[config.mk]
export PLATFORM = sky130hd
export DESIGN_NAME = accel_decel_speed_profile
export DESIGN_NICKNAME = d
export VERILOG_FILES = /design/src/speed_profile_pkg.sv /design/src/profile_if.sv /design/src/rate_pulse_gen.sv /design/src/ramp_tick_gen.sv /design/src/accel_decel_speed_profile.sv
export VERILOG_INCLUDE_DIRS = /design/src
export SDC_FILE = /design/constraint.sdc
export NUM_CORES = 2
export LEC_CHECK = 0
export BUFFER_PORTS_ARGS = -buffer_cell sky130_fd_sc_hd__buf_4
export CAP_MARGIN = 20
export CORE_MARGIN = 10
export CORE_UTILIZATION = 60
export CTS_BUF_LIST = sky130_fd_sc_hd__clkbuf_4
export CTS_CLUSTER_DIAMETER = 80
export DETAILED_ROUTE_END_ITERATION = 10
export PLACE_DENSITY_LB_ADDON = 0.08
export SYNTH_ARGS = -nofsm -noshare
export SYNTH_HDL_FRONTEND = slang
export SYNTH_SLANG_ARGS = --single-unit
[constraint.sdc]
create_clock -name sys_clk_i -period 7.2 [get_ports sys_clk_i]
set_input_delay 0.36 -clock sys_clk_i [delete_from_list [all_inputs] [get_ports sys_clk_i]]
set_output_delay 0.36 -clock sys_clk_i [all_outputs]
set_load 0.01 [all_outputs]
[src/speed_profile_regs.svh]
// Command codes and constants for the speed-profile block
`ifndef SPEED_PROFILE_REGS_SVH
`define SPEED_PROFILE_REGS_SVH
`define CMD_WR_MOVE 8'h80
`define CMD_WR_FL 8'h81
`define CMD_WR_FH 8'h82
`define CMD_WR_UR 8'h83
`define CMD_WR_DR 8'h84
`define CMD_WR_MG 8'h85
`define CMD_WR_DP 8'h86
`define CMD_WR_US 8'h89
`define CMD_WR_DS 8'h8a
`define CMD_RD_MOVE 8'hc0
`define CMD_RD_FL 8'hc1
`define CMD_RD_FH 8'hc2
`define CMD_RD_UR 8'hc3
`define CMD_RD_DR 8'hc4
`define CMD_RD_MG 8'hc5
`define CMD_RD_DP 8'hc6
`define CMD_RD_US 8'hc9
`define CMD_RD_DS 8'hca
`define CMD_RD_REMAIN 8'hf4
`define CMD_RD_SPEED 8'hf5
`define CMD_RD_RAMPPT 8'hf6
`define CMD_STOP_NOW 8'h49
`define CMD_STOP_RAMP 8'h4a
`define RAMP_TICK_MUL 18'h4
`define MOVE_SIGN_BIT 27
`endif

[src/speed_profile_pkg.sv]
// Types shared by the speed-profile modules
package speed_profile_pkg;
   typedef enum logic [2:0] {
      ST_IDLE = 3'b000,
      ST_ACCEL = 3'b001,
      ST_RUN = 3'b010,
      ST_DECEL = 3'b011,
      ST_LOW = 3'b100
   } move_state_t;
   typedef struct packed {
      logic [27:0] pre_mv;
      logic [15:0] pre_fl;
      logic [15:0] pre_fh;
      logic [15:0] pre_ur;
      logic [15:0] pre_dr;
      logic [11:0] pre_mg;
      logic [23:0] pre_dp;
      logic [14:0] pre_us;
      logic [14:0] pre_ds;
      logic [15:0] wk_fl;
      logic [15:0] wk_fh;
      logic [15:0] wk_ur;
      logic [15:0] wk_dr;
      logic [11:0] wk_mg;
      logic [23:0] wk_dp;
      logic [15:0] wk_sa;
      logic [15:0] wk_sd;
      logic wk_shape;
      logic wk_manual;
      move_state_t state;
      logic [15:0] speed;
      logic [15:0] frac;
      logic [15:0] jerk;
      logic [15:0] jerk_max;
      logic [27:0] remain;
      logic [27:0] auto_pt;
      logic [17:0] pt_acc;
      logic stop_req;
      logic dir;
      logic busy;
      logic pulse;
      logic [31:0] rdata;
   } core_state_t;
   typedef struct packed {
      logic [11:0] pres;
      logic [16:0] acc;
      logic pulse;
   } rate_state_t;
   typedef struct packed {
      logic [17:0] cnt;
      logic tick;
   } tick_state_t;
endpackage

[src/profile_if.sv]
// Signals between the profile core and its rate and ramp timers
`timescale 1ns/1ps
`default_nettype none
interface profile_if;
   logic [15:0] speed;
   logic [11:0] scale;
   logic [15:0] rate;
   logic run;
   logic pulse;
   logic tick;
   modport gen (input speed, input scale, input run, output pulse);
   modport tim (input rate, input run, output tick);
   modport ctl (output speed, output scale, output rate, output run, input pulse, input tick);
endinterface
`default_nettype wire

[src/rate_pulse_gen.sv]
// Output pulse rate generator: speed value scaled by magnification
`timescale 1ns/1ps
`default_nettype none
module rate_pulse_gen (
   input wire logic sys_clk_i,
   input wire logic arst_n_i,
   profile_if.gen pif
);
   import speed_profile_pkg::*;
   rate_state_t r_reg;
   rate_state_t r_next;

   // Prescale by scale+1, then add speed into a 16-bit phase; carry is a pulse
   always_comb begin
      r_next = r_reg;
      r_next.pulse = 1'b0;
      if (!pif.run) begin
         r_next.pres = '0;
         r_next.acc = '0;
      end else if (r_reg.pres >= pif.scale) begin
         r_next.pres = '0;
         r_next.acc = {1'b0, r_reg.acc[15:0]} + {1'b0, pif.speed};
         r_next.pulse = r_next.acc[16];
      end else begin
         r_next.pres = r_reg.pres + 12'h1;
      end
   end

   always_ff @(posedge sys_clk_i or negedge arst_n_i) begin
      if (!arst_n_i) begin
         r_reg <= '0;
      end else begin
         r_reg <= r_next;
      end
   end

   assign pif.pulse = r_reg.pulse;
endmodule // rate_pulse_gen
`default_nettype wire

[src/ramp_tick_gen.sv]
// Ramp step timer: one tick every (rate+1)*4 clocks
`timescale 1ns/1ps
`default_nettype none
`include "speed_profile_regs.svh"
module ramp_tick_gen (
   input wire logic sys_clk_i,
   input wire logic arst_n_i,
   profile_if.tim pif
);
   import speed_profile_pkg::*;
   tick_state_t t_reg;
   tick_state_t t_next;
   logic [17:0] lim;

   // Period in clocks is (rate+1)*4
   always_comb begin
      lim = 18'(({2'b00, pif.rate} + 18'h1) * `RAMP_TICK_MUL - 18'h1);
      t_next = t_reg;
      t_next.tick = 1'b0;
      if (!pif.run) begin
         t_next.cnt = '0;
      end else if (t_reg.cnt >= lim) begin
         t_next.cnt = '0;
         t_next.tick = 1'b1;
      end else begin
         t_next.cnt = t_reg.cnt + 18'h1;
      end
   end

   always_ff @(posedge sys_clk_i or negedge arst_n_i) begin
      if (!arst_n_i) begin
         t_reg <= '0;
      end else begin
         t_reg <= t_next;
      end
   end

   assign pif.tick = t_reg.tick;
endmodule // ramp_tick_gen
`default_nettype wire

[src/accel_decel_speed_profile.sv]
`timescale 1ns/1ps
`default_nettype none
`include "speed_profile_regs.svh"
module accel_decel_speed_profile (
   input wire logic sys_clk_i,
   input wire logic arst_n_i,
   input wire logic cmd_valid_i,
   input wire logic [7:0] cmd_code_i,
   input wire logic [31:0] cmd_data_i,
   input wire logic start_i,
   input wire logic curve_shape_select_i,
   input wire logic ramp_point_manual_select_i,
   output logic [31:0] rdata_o,
   output logic pulse_o,
   output logic dir_o,
   output logic busy_o,
   output logic [15:0] speed_o
);
   import speed_profile_pkg::*;

   speed_profile_pkg::core_state_t s_reg;
   speed_profile_pkg::core_state_t s_next;
   profile_if pif ();
   logic [27:0] mv_mag;
   logic [16:0] frac_sum;
   logic frac_carry;
   logic [17:0] pt_sum;
   logic [17:0] ur_one;
   logic signed [28:0] ramp_pt;
   logic signed [28:0] remain_s;

   // Zero range falls back to half the span, never below one step
   function automatic logic [15:0] s_range(input logic [14:0] s,
                                           input logic [15:0] fh,
                                           input logic [15:0] fl);
      logic [15:0] half;
      half = (fh - fl) >> 1;
      if (s != '0) begin
         return {1'b0, s};
      end
      return (half == '0) ? 16'h1 : half;
   endfunction

   // S zones step every other tick, so each zone costs twice its span in ticks
   function automatic logic [15:0] step_div(input logic shape,
                                            input logic [15:0] v,
                                            input logic [15:0] fl,
                                            input logic [15:0] fh,
                                            input logic [15:0] s);
      logic zone;
      zone = ({1'b0, v} < ({1'b0, fl} + {1'b0, s})) || (({1'b0, v} + {1'b0, s}) >= {1'b0, fh});
      return (shape && zone) ? 16'h2 : 16'h1;
   endfunction

   rate_pulse_gen u_rate (
      .sys_clk_i(sys_clk_i),
      .arst_n_i(arst_n_i),
      .pif(pif.gen)
   );

   ramp_tick_gen u_tick (
      .sys_clk_i(sys_clk_i),
      .arst_n_i(arst_n_i),
      .pif(pif.tim)
   );

   // Timers run from the working copy only
   assign pif.speed = s_reg.speed;
   assign pif.scale = s_reg.wk_mg;
   assign pif.rate = (s_reg.state == ST_DECEL) ? s_reg.wk_dr : s_reg.wk_ur;
   assign pif.run = s_reg.busy;

   // Helper terms for stepping and the ramp point
   always_comb begin
      mv_mag = s_reg.pre_mv[`MOVE_SIGN_BIT] ? 28'(-s_reg.pre_mv) : s_reg.pre_mv;
      frac_sum = {1'b0, s_reg.frac} + {1'b0, s_reg.jerk};
      frac_carry = frac_sum >= {1'b0, s_reg.jerk_max};
      ur_one = {2'b00, s_reg.wk_ur} + 18'h1;
      pt_sum = s_reg.pt_acc + {2'b00, s_reg.wk_dr} + 18'h1;
      remain_s = $signed({1'b0, s_reg.remain});
      if (s_reg.wk_manual) begin
         ramp_pt = $signed({5'b00000, s_reg.wk_dp});
      end else begin
         ramp_pt = $signed({1'b0, s_reg.auto_pt}) + 29'(signed'(s_reg.wk_dp));
      end
   end

   // Profile sequencer, host commands and read-back
   always_comb begin
      s_next = s_reg;
      s_next.pulse = 1'b0;
      case (s_reg.state)
         ST_IDLE: begin
            if (start_i && mv_mag != '0) begin
               s_next.wk_fl = s_reg.pre_fl;
               s_next.wk_fh = s_reg.pre_fh;
               s_next.wk_ur = s_reg.pre_ur;
               s_next.wk_dr = (s_reg.pre_dr == '0) ? s_reg.pre_ur : s_reg.pre_dr;
               s_next.wk_mg = s_reg.pre_mg;
               s_next.wk_dp = s_reg.pre_dp;
               s_next.wk_sa = s_range(s_reg.pre_us, s_reg.pre_fh, s_reg.pre_fl);
               s_next.wk_sd = s_range(s_reg.pre_ds, s_reg.pre_fh, s_reg.pre_fl);
               s_next.wk_shape = curve_shape_select_i;
               s_next.wk_manual = ramp_point_manual_select_i;
               s_next.remain = mv_mag;
               s_next.dir = s_reg.pre_mv[`MOVE_SIGN_BIT];
               s_next.speed = s_reg.pre_fl;
               s_next.frac = '0;
               s_next.jerk = 16'h1;
               // Linear steps once per tick; S zones at half rate
               s_next.jerk_max = step_div(curve_shape_select_i, s_reg.pre_fl, s_reg.pre_fl,
                  s_reg.pre_fh, s_range(s_reg.pre_us, s_reg.pre_fh, s_reg.pre_fl));
               s_next.auto_pt = '0;
               s_next.pt_acc = '0;
               s_next.stop_req = 1'b0;
               // Equal or lower run speed just runs at start speed
               s_next.state = (s_reg.pre_fh > s_reg.pre_fl) ? ST_ACCEL : ST_LOW;
            end
         end
         ST_ACCEL: begin
            if (pif.tick) begin
               s_next.frac = frac_carry ? 16'(frac_sum - {1'b0, s_reg.jerk_max}) :
                  frac_sum[15:0];
               if (frac_carry) begin
                  s_next.speed = s_reg.speed + 16'h1;
               end
               if (s_next.speed >= s_reg.wk_fh) begin
                  s_next.speed = s_reg.wk_fh;
                  s_next.state = ST_RUN;
               end
               // Divider for the next step, from the speed it starts at
               s_next.jerk_max = step_div(s_reg.wk_shape, s_next.speed, s_reg.wk_fl,
                  s_reg.wk_fh, s_reg.wk_sa);
            end
         end
         ST_RUN: begin
         end
         ST_DECEL: begin
            if (pif.tick) begin
               s_next.frac = frac_carry ? 16'(frac_sum - {1'b0, s_reg.jerk_max}) :
                  frac_sum[15:0];
               if (frac_carry) begin
                  s_next.speed = s_reg.speed - 16'h1;
               end
               s_next.jerk_max = step_div(s_reg.wk_shape, s_next.speed - 16'h1, s_reg.wk_fl,
                  s_reg.wk_fh, s_reg.wk_sd);
               if (s_next.speed <= s_reg.wk_fl) begin
                  s_next.speed = s_reg.wk_fl;
                  s_next.state = ST_LOW;
               end
            end
         end
         ST_LOW: begin
            // Ramped stop ends once back at start speed
            if (s_reg.stop_req) begin
               s_next.state = ST_IDLE;
            end
         end
         default: begin
            s_next.state = ST_IDLE;
         end
      endcase
      // Enter deceleration at the ramp point or on a ramped stop
      if ((s_reg.state == ST_ACCEL || s_reg.state == ST_RUN) &&
          (remain_s <= ramp_pt || s_reg.stop_req)) begin
         s_next.state = ST_DECEL;
         s_next.frac = '0;
         s_next.jerk = 16'h1;
         s_next.jerk_max = step_div(s_reg.wk_shape, s_reg.speed - 16'h1, s_reg.wk_fl,
            s_reg.wk_fh, s_reg.wk_sd);
      end
      // Count output pulses; auto point learns decel span during accel
      if (pif.pulse && s_reg.state != ST_IDLE) begin
         s_next.pulse = 1'b1;
         s_next.remain = s_reg.remain - 28'h1;
         if (s_reg.state == ST_ACCEL) begin
            // Weight by decel over accel rate; ratio above two drifts
            if (pt_sum >= 18'(ur_one << 1)) begin
               s_next.pt_acc = 18'(pt_sum - (ur_one << 1));
               s_next.auto_pt = s_reg.auto_pt + 28'h2;
            end else if (pt_sum >= ur_one) begin
               s_next.pt_acc = pt_sum - ur_one;
               s_next.auto_pt = s_reg.auto_pt + 28'h1;
            end else begin
               s_next.pt_acc = pt_sum;
            end
         end
         if (s_reg.remain == 28'h1) begin
            s_next.state = ST_IDLE;
         end
      end
      // Host commands; pre-registers never touch a running move
      if (cmd_valid_i) begin
         case (cmd_code_i)
            `CMD_WR_MOVE: s_next.pre_mv = cmd_data_i[27:0];
            `CMD_WR_FL: s_next.pre_fl = cmd_data_i[15:0];
            `CMD_WR_FH: s_next.pre_fh = cmd_data_i[15:0];
            `CMD_WR_UR: s_next.pre_ur = cmd_data_i[15:0];
            `CMD_WR_DR: s_next.pre_dr = cmd_data_i[15:0];
            `CMD_WR_MG: s_next.pre_mg = cmd_data_i[11:0];
            `CMD_WR_DP: s_next.pre_dp = cmd_data_i[23:0];
            `CMD_WR_US: s_next.pre_us = cmd_data_i[14:0];
            `CMD_WR_DS: s_next.pre_ds = cmd_data_i[14:0];
            `CMD_RD_MOVE: s_next.rdata = {{4{s_reg.pre_mv[`MOVE_SIGN_BIT]}}, s_reg.pre_mv};
            `CMD_RD_FL: s_next.rdata = {16'h0, s_reg.pre_fl};
            `CMD_RD_FH: s_next.rdata = {16'h0, s_reg.pre_fh};
            `CMD_RD_UR: s_next.rdata = {16'h0, s_reg.pre_ur};
            `CMD_RD_DR: s_next.rdata = {16'h0, s_reg.pre_dr};
            `CMD_RD_MG: s_next.rdata = {20'h0, s_reg.pre_mg};
            `CMD_RD_DP: s_next.rdata = {8'h0, s_reg.pre_dp};
            `CMD_RD_US: s_next.rdata = {17'h0, s_reg.pre_us};
            `CMD_RD_DS: s_next.rdata = {17'h0, s_reg.pre_ds};
            `CMD_RD_REMAIN: s_next.rdata = {4'h0, s_reg.remain};
            `CMD_RD_SPEED: s_next.rdata = {16'h0, s_reg.speed};
            `CMD_RD_RAMPPT: s_next.rdata = 32'(ramp_pt);
            `CMD_STOP_NOW: s_next.state = ST_IDLE;
            `CMD_STOP_RAMP: s_next.stop_req = s_reg.busy;
            default: begin
            end
         endcase
      end
      // Idle shows zero speed and no activity
      s_next.busy = (s_next.state != ST_IDLE);
      if (s_next.state == ST_IDLE) begin
         s_next.speed = '0;
         s_next.stop_req = 1'b0;
      end
   end

   // Single state register
   always_ff @(posedge sys_clk_i or negedge arst_n_i) begin
      if (!arst_n_i) begin
         s_reg <= '0;
      end else begin
         s_reg <= s_next;
      end
   end

   assign rdata_o = s_reg.rdata;
   assign pulse_o = s_reg.pulse;
   assign dir_o = s_reg.dir;
   assign busy_o = s_reg.busy;
   assign speed_o = s_reg.speed;
endmodule // accel_decel_speed_profile
`default_nettype wire

---- Word-level counts from Yosys, hierarchy flattened ----
Cells that the tools add are included.
cells by class
  add/sub/neg operators ................... 27
  order comparisons ....................... 17
  equal/unequal tests ..................... 35
  multiplexer cells ....................... 69
  reductions and logical operators ........ 44
operators with widths
  kind                                                count
  one-hot mux 32 bit (12 select lines)                1
  2-to-1 mux 16 bit                                   19
  == test 8 bit, second input constant                21
  2-to-1 mux 143 bit                                  1
  adder 16 x 16 -> 17 bit                             8
  one-hot mux 32 bit (3 select lines)                 1
  2-to-1 mux 46 bit                                   2
  >= comparator 17 x 16 -> 1 bit                      5
  2-to-1 mux 19 bit                                   4
  2-to-1 mux 76 bit                                   1
  2-to-1 mux 74 bit                                   1
  2-to-1 mux 18 bit                                   4
  2-to-1 mux 35 bit                                   2
  < comparator 16 x 17 -> 1 bit                       4
  2-to-1 mux 29 bit                                   2
  2-to-1 mux 28 bit                                   2
  2-to-1 mux 48 bit                                   1
  one-hot mux 16 bit (3 select lines)                 1
  adder 18 x 1 -> 18 bit, second input constant       2
  >= comparator 18 bit                                2
  adder 16 x 1 -> 16 bit, second input constant       2
  logical NOT 16 bit                                  2
  subtractor 16 x 1 -> 16 bit, second input constant  2
  subtractor 16 bit                                   2
  other kinds (43)                                    100
storage, ports and cells
  register bits after elaboration ......... 517
  input port bits ......................... 46
  output and inout port bits .............. 51
  word-level logic and storage cells ...... 229

---- Depth between registers and ports, before layout ----
  word-level depth ........................ 24
  gate-level depth with buffers ........... 41
  depth with buffers taken out ............ 37

---- Hierarchy ----
Synthesis repeated with hierarchy kept, for this count alone.
second synthesis, totals
  cells, all modules ...................... 4767
  area, all modules ....................... 40985.6 sq um
modules (own cells, without submodules)
  module                     times used  cells an instance  area each (sq um)  seq. area each (sq um)
  accel_decel_speed_profile  1           4270               36676.4            10885.4
  rate_pulse_gen             1           261                2317.2             725.7
  ramp_tick_gen              1           236                1991.9             475.5

---- Worst setup path after synthesis ----
No wires, ideal clock.
  kind .................................... register to register
  start ................................... register s_reg[126] (netlist bit)
  end ..................................... register s_reg[111] (netlist bit)
  setup time .............................. 140 ps
  arrival time ............................ 7845 ps
  required time ........................... 7060 ps
  setup slack ............................. -784 ps
  cell stages (with the launch flop) ...... 39
  buffers on the path ..................... 3
  period minus slack after synthesis ...... 7984 ps
  cell sequence ........................... dfrtp_1 > ha_1 > ha_1 > buf_2 > nand4_2 > nor3_1 > or4_1 > a221o_1 > buf_2 > nor2_1 > nor3_1 > nand4_1 > xnor2_1 > ha_1 > a21o_1 > a21o_1 > a21oi_1 > o21ai_0 > [3 not listed] > ha_1 > fa_1 > a21oi_1 > o2111ai_1 > o311ai_0 > o21ai_0 > a21o_1 > a21o_1 > a21o_1 > xor2_1 > ha_1 > a21o_1 > a21oi_1 > o21ai_0 > nor4_1 > o2111ai_1 > nand3_1 > a22oi_1
between the ends
  cells in the longest elaborated chain, start to end .. 17
  elaborated cells between the ends (all ways) .. 29
  classes of those cells .................. 4 x add/sub; 6 x order compare; 15 x mux; 4 x reduce/logical
ends and longest elaborated chain
  element                                  RTL line                          source
  from (decl)                              accel_decel_speed_profile.sv:21   speed_profile_pkg::core_state_t s_reg;
  from (signal assigned)                   accel_decel_speed_profile.sv:235  s_reg <= s_next;
  adder 16 x 16 -> 17 bit (*)              accel_decel_speed_profile.sv:76   frac_sum = {1'b0, s_reg.frac} + {1'b0, s_reg.jerk};
  >= comparator 17 x 16 -> 1 bit (*)       accel_decel_speed_profile.sv:77   frac_carry = frac_sum >= {1'b0, s_reg.jerk_max};
  2-to-1 mux 16 bit                        accel_decel_speed_profile.sv:124  if (frac_carry) begin
  2-to-1 mux 16 bit                        accel_decel_speed_profile.sv:121  if (pif.tick) begin
  2-to-1 mux 16 bit                        accel_decel_speed_profile.sv:92   case (s_reg.state)
  >= comparator 16 bit                     accel_decel_speed_profile.sv:127  if (s_next.speed >= s_reg.wk_fh) begin
  2-to-1 mux 19 bit                        accel_decel_speed_profile.sv:127
  2-to-1 mux 19 bit                        accel_decel_speed_profile.sv:121
  2-to-1 mux 19 bit                        accel_decel_speed_profile.sv:92
  adder 16 x 16 -> 17 bit                  accel_decel_speed_profile.sv:51   zone = ({1'b0, v} < ({1'b0, fl} + {1'b0, s})) || (({1'b0, v} + {1'b0, s}) >= {1'b0, fh});
  >= comparator 17 x 16 -> 1 bit           accel_decel_speed_profile.sv:51
  logical OR 1 bit                         accel_decel_speed_profile.sv:51
  logical AND 1 bit                        accel_decel_speed_profile.sv:52   return (shape && zone) ? 16'h2 : 16'h1;
  2-to-1 mux 2 bit                         accel_decel_speed_profile.sv:52
  2-to-1 mux 16 bit                        accel_decel_speed_profile.sv:121
  one-hot mux 16 bit (3 select lines) (*)  accel_decel_speed_profile.sv:92
  2-to-1 mux 48 bit (*)                    accel_decel_speed_profile.sv:164  if ((s_reg.state == ST_ACCEL || s_reg.state == ST_RUN) &&
Mark *: on every way between the ends. The rest lies on a longest branch, timed or not. The select of a mux whose other input is x is not followed.
A chain may end at the register's enable or synchronous reset.

---- Final worst setup path ----
  start ................................... register s_reg[142] (netlist bit)
  end ..................................... register s_reg[111] (netlist bit)
Same word-level chain as after synthesis.

==> metrics.txt <==
status finished, final reports clean; Synth Cell Area 0.0406 mm2; vias per cell 6.50; GPL Wtd Cong 1.03; Worst path depth 36; met2 global-route usage 52.4%; CP startpoint kind flip-flop; grt ovf 0; Die Height 280 um; GR Util met1 48.5%; die width approximately 280 um; CP max stage delay 440 ps; CTS buffer count 142; worst-path maximum fanout 7; HP Class in -> reg; H-tree lvl count 4; Max Fclk 139 MHz; CP endpoint kind flip-flop; first-pass GRT wire length between 200000 and 250000 um; Initial Utilization 60.5%; share of post-route cells with drive strength above 1 17.3%; Final Max Slew Viols 0; via count 38.9k; R2R cell count 36; vias in the first global route 36.8k; max FFs per register 347; Most Crowded Layer GR met2; Worst Clk Skew 75.4 ps; yosys warns 0; most common cell after layout, fill and taps aside nand2_1; syn nets 5214; relative max-transition margin 21.0%; Distinct cells, synth 103; fin crit share 99.9%; Buf/Inv on CP 3; sequential cell area fraction in the yosys report between 20% and 30%; Site Rows 95; worst hold margin 90.6 ps; gr usage total 36.1%; CP most frequent cell a21o_1; post-route worst setup slack 8.04 ps; Die Area 0.0784 mm2; detailed-router iteration count before antenna repair 9; port bufs 92; root buf cell clkbuf_4; async set-reset flop share out of synthesis 100%; clk buf depth 3; MaxCap Viol Count 0; met3 Use GR between 10 and 15%; post-synth top area share 29.8%; Slowest cell on crit path a221o_2; highest-count cells in the layout ignoring fill and taps nand2_1 (510), dfrtp_1 (483), ha_1 (422); Syn-to-layout area delta 12.8%; delay-heaviest family, CP compound AO/OA/AOI/OAI gates; Clock Latency Late Sink 1040 ps; Post-synth EDFFs 0; Routed Antenna Nets 0; Layout Nets 5493; actual slew at the worst max-slew pin 1150 ps; Core Region 0.0670 mm2; Routed WL 144000 um; Worst-path clk slew approximately 60 ps; leading area contributor after synthesis dfrtp_1; drt first-iter violations between 4k and 5k; ys flop type dfrtp_1; minimum clock period 7190 ps; # DRC 0; RSZ-0062 raised after global routing yes; Ports 97; WS Path Type reg -> reg; hold path cells 3; Cells after Synth 4725; pin count of the biggest net entering global routing 163; clk sinks 483; Place WS -317 ps; CP required 8090 ps; dominant cells by area after synthesis dfrtp_1 (30%), ha_1 (13%), mux2_2 (5.0%); post-DP HPWL between 100000 and 150000 um; Placed Area 0.0431 mm2; final design utilization about two thirds; CP Data Arrival Time 8080 ps; fin area between 0.04 and 0.05 mm2; filler instances 5613; initial antenna violation count 5; Syn Area/Cell roughly 8.6 um2; Setup-failing EPs final 0; final hold vios 0; number of synthesized register bits 483; TritonCTS clock tree yes; drt wl/cell roughly 24 um
==> through the flow <==
| stage | std cells | setup TNS, ps |
|---|---|---|
| floorplan | 4725 | 0 |
| global placement | 5678 | -540 |
| detailed placement | 5679 | -614 |
| CTS | 5963 | 0 |
| global route | 5978 | -556 |
| finish | 5981 | 0 |
==> layer usage <==
layer / share of wire [%] / wire (um)
met5: 0.11 / 160
met1: 42 / 60200
met2: 42 / 60200
met3: 12 / 17000
met4: 4.5 / 6530
==> cell usage after synthesis (14+ instances only) <==
library cell	number
inv_1	188
nor4_1	41
a31oi_1	41
o21ai_0	271
or3_1	22
or4_1	14
nand2b_1	44
o41ai_1	14
and2_1	21
nor2_1	378
clkbuf_1	138
a21o_1	123
a2111oi_0	18
xnor2_1	209
a222oi_1	19
buf_2	33
o21ai_1	40
dfrtp_1	483
nand3_1	147
o31ai_1	25
a211oi_1	46
xor2_1	123
mux2_2	179
a21oi_1	345
nand4_1	75
o21bai_1	34
and3_1	34
o21a_1	47
o211ai_1	31
a22oi_1	54
ha_1	430
nand2_1	511
a221oi_1	26
mux2i_1	62
buf_4	51
nor3_1	95
nor2b_1	40
buf_1	27
==> area by class of cell <==
class                           instances  area (um2)  share of cell area [%]
Timing Repair Buffer                  387        3060                    6.70
Sequential cell                       483       12100                    26.4
Clock buffer                          201        1510                    3.30
Clock inverter                         39         228                   0.498
Inverter                              190         713                    1.56
Tap cell                              873        1090                    2.39
Antenna cell                            8        20.0                  0.0438
Multi-Input combinational cell       3800       27000                    59.1
==> repair_timing <==
item	in CTS	in global routing
hold buffers	38	0
hold endpoints to repair	284	0
resized for setup	24	51
buffers inserted	6	7
pin swaps	19	44
endpoints found under the setup margin	2	2
==> worst register-to-register path: cells and delay by family, from the launching register on <==
kind / cells / cell delay, ps
AO/OA/AOI/OAI: 16 / 2720
adder cells (fa/ha/maj): 6 / 1540
buffers and inverters: 3 / 480
XOR/XNOR: 2 / 310
flip-flops: 1 / 400
AND/OR/NAND/NOR: 9 / 1620
==> cell families after synthesis <==
group	share of synthesized area, %
simple gates	17.5
compound gates	20.3
flops	29.8
fa+ha+maj	13.9
buf+inv	4.72
xor+xnor	7.17
mux	6.53
==> path summary, 6_finish.rpt <==
| path | from | endpoint | slack [ps] |
|---|---|---|---|
| max | s_reg[142] | s_reg[111] | 8 |
| min | cmd_data_i[26] | s_reg[467] | 90 |
| max reg2reg | s_reg[142] | s_reg[111] | 8 |
| min reg2reg | u_tick.t_reg[1] | u_tick.t_reg[1] | 480 |
| max in group asynchronous | arst_n_i | speed_o[12] | 5150 |
| min in group asynchronous | arst_n_i | s_reg[37] | 540 |
Power is left out: the tool's default activity adds up to more than one toggle a clock period on the data nets, which glitch-free logic cannot reach.
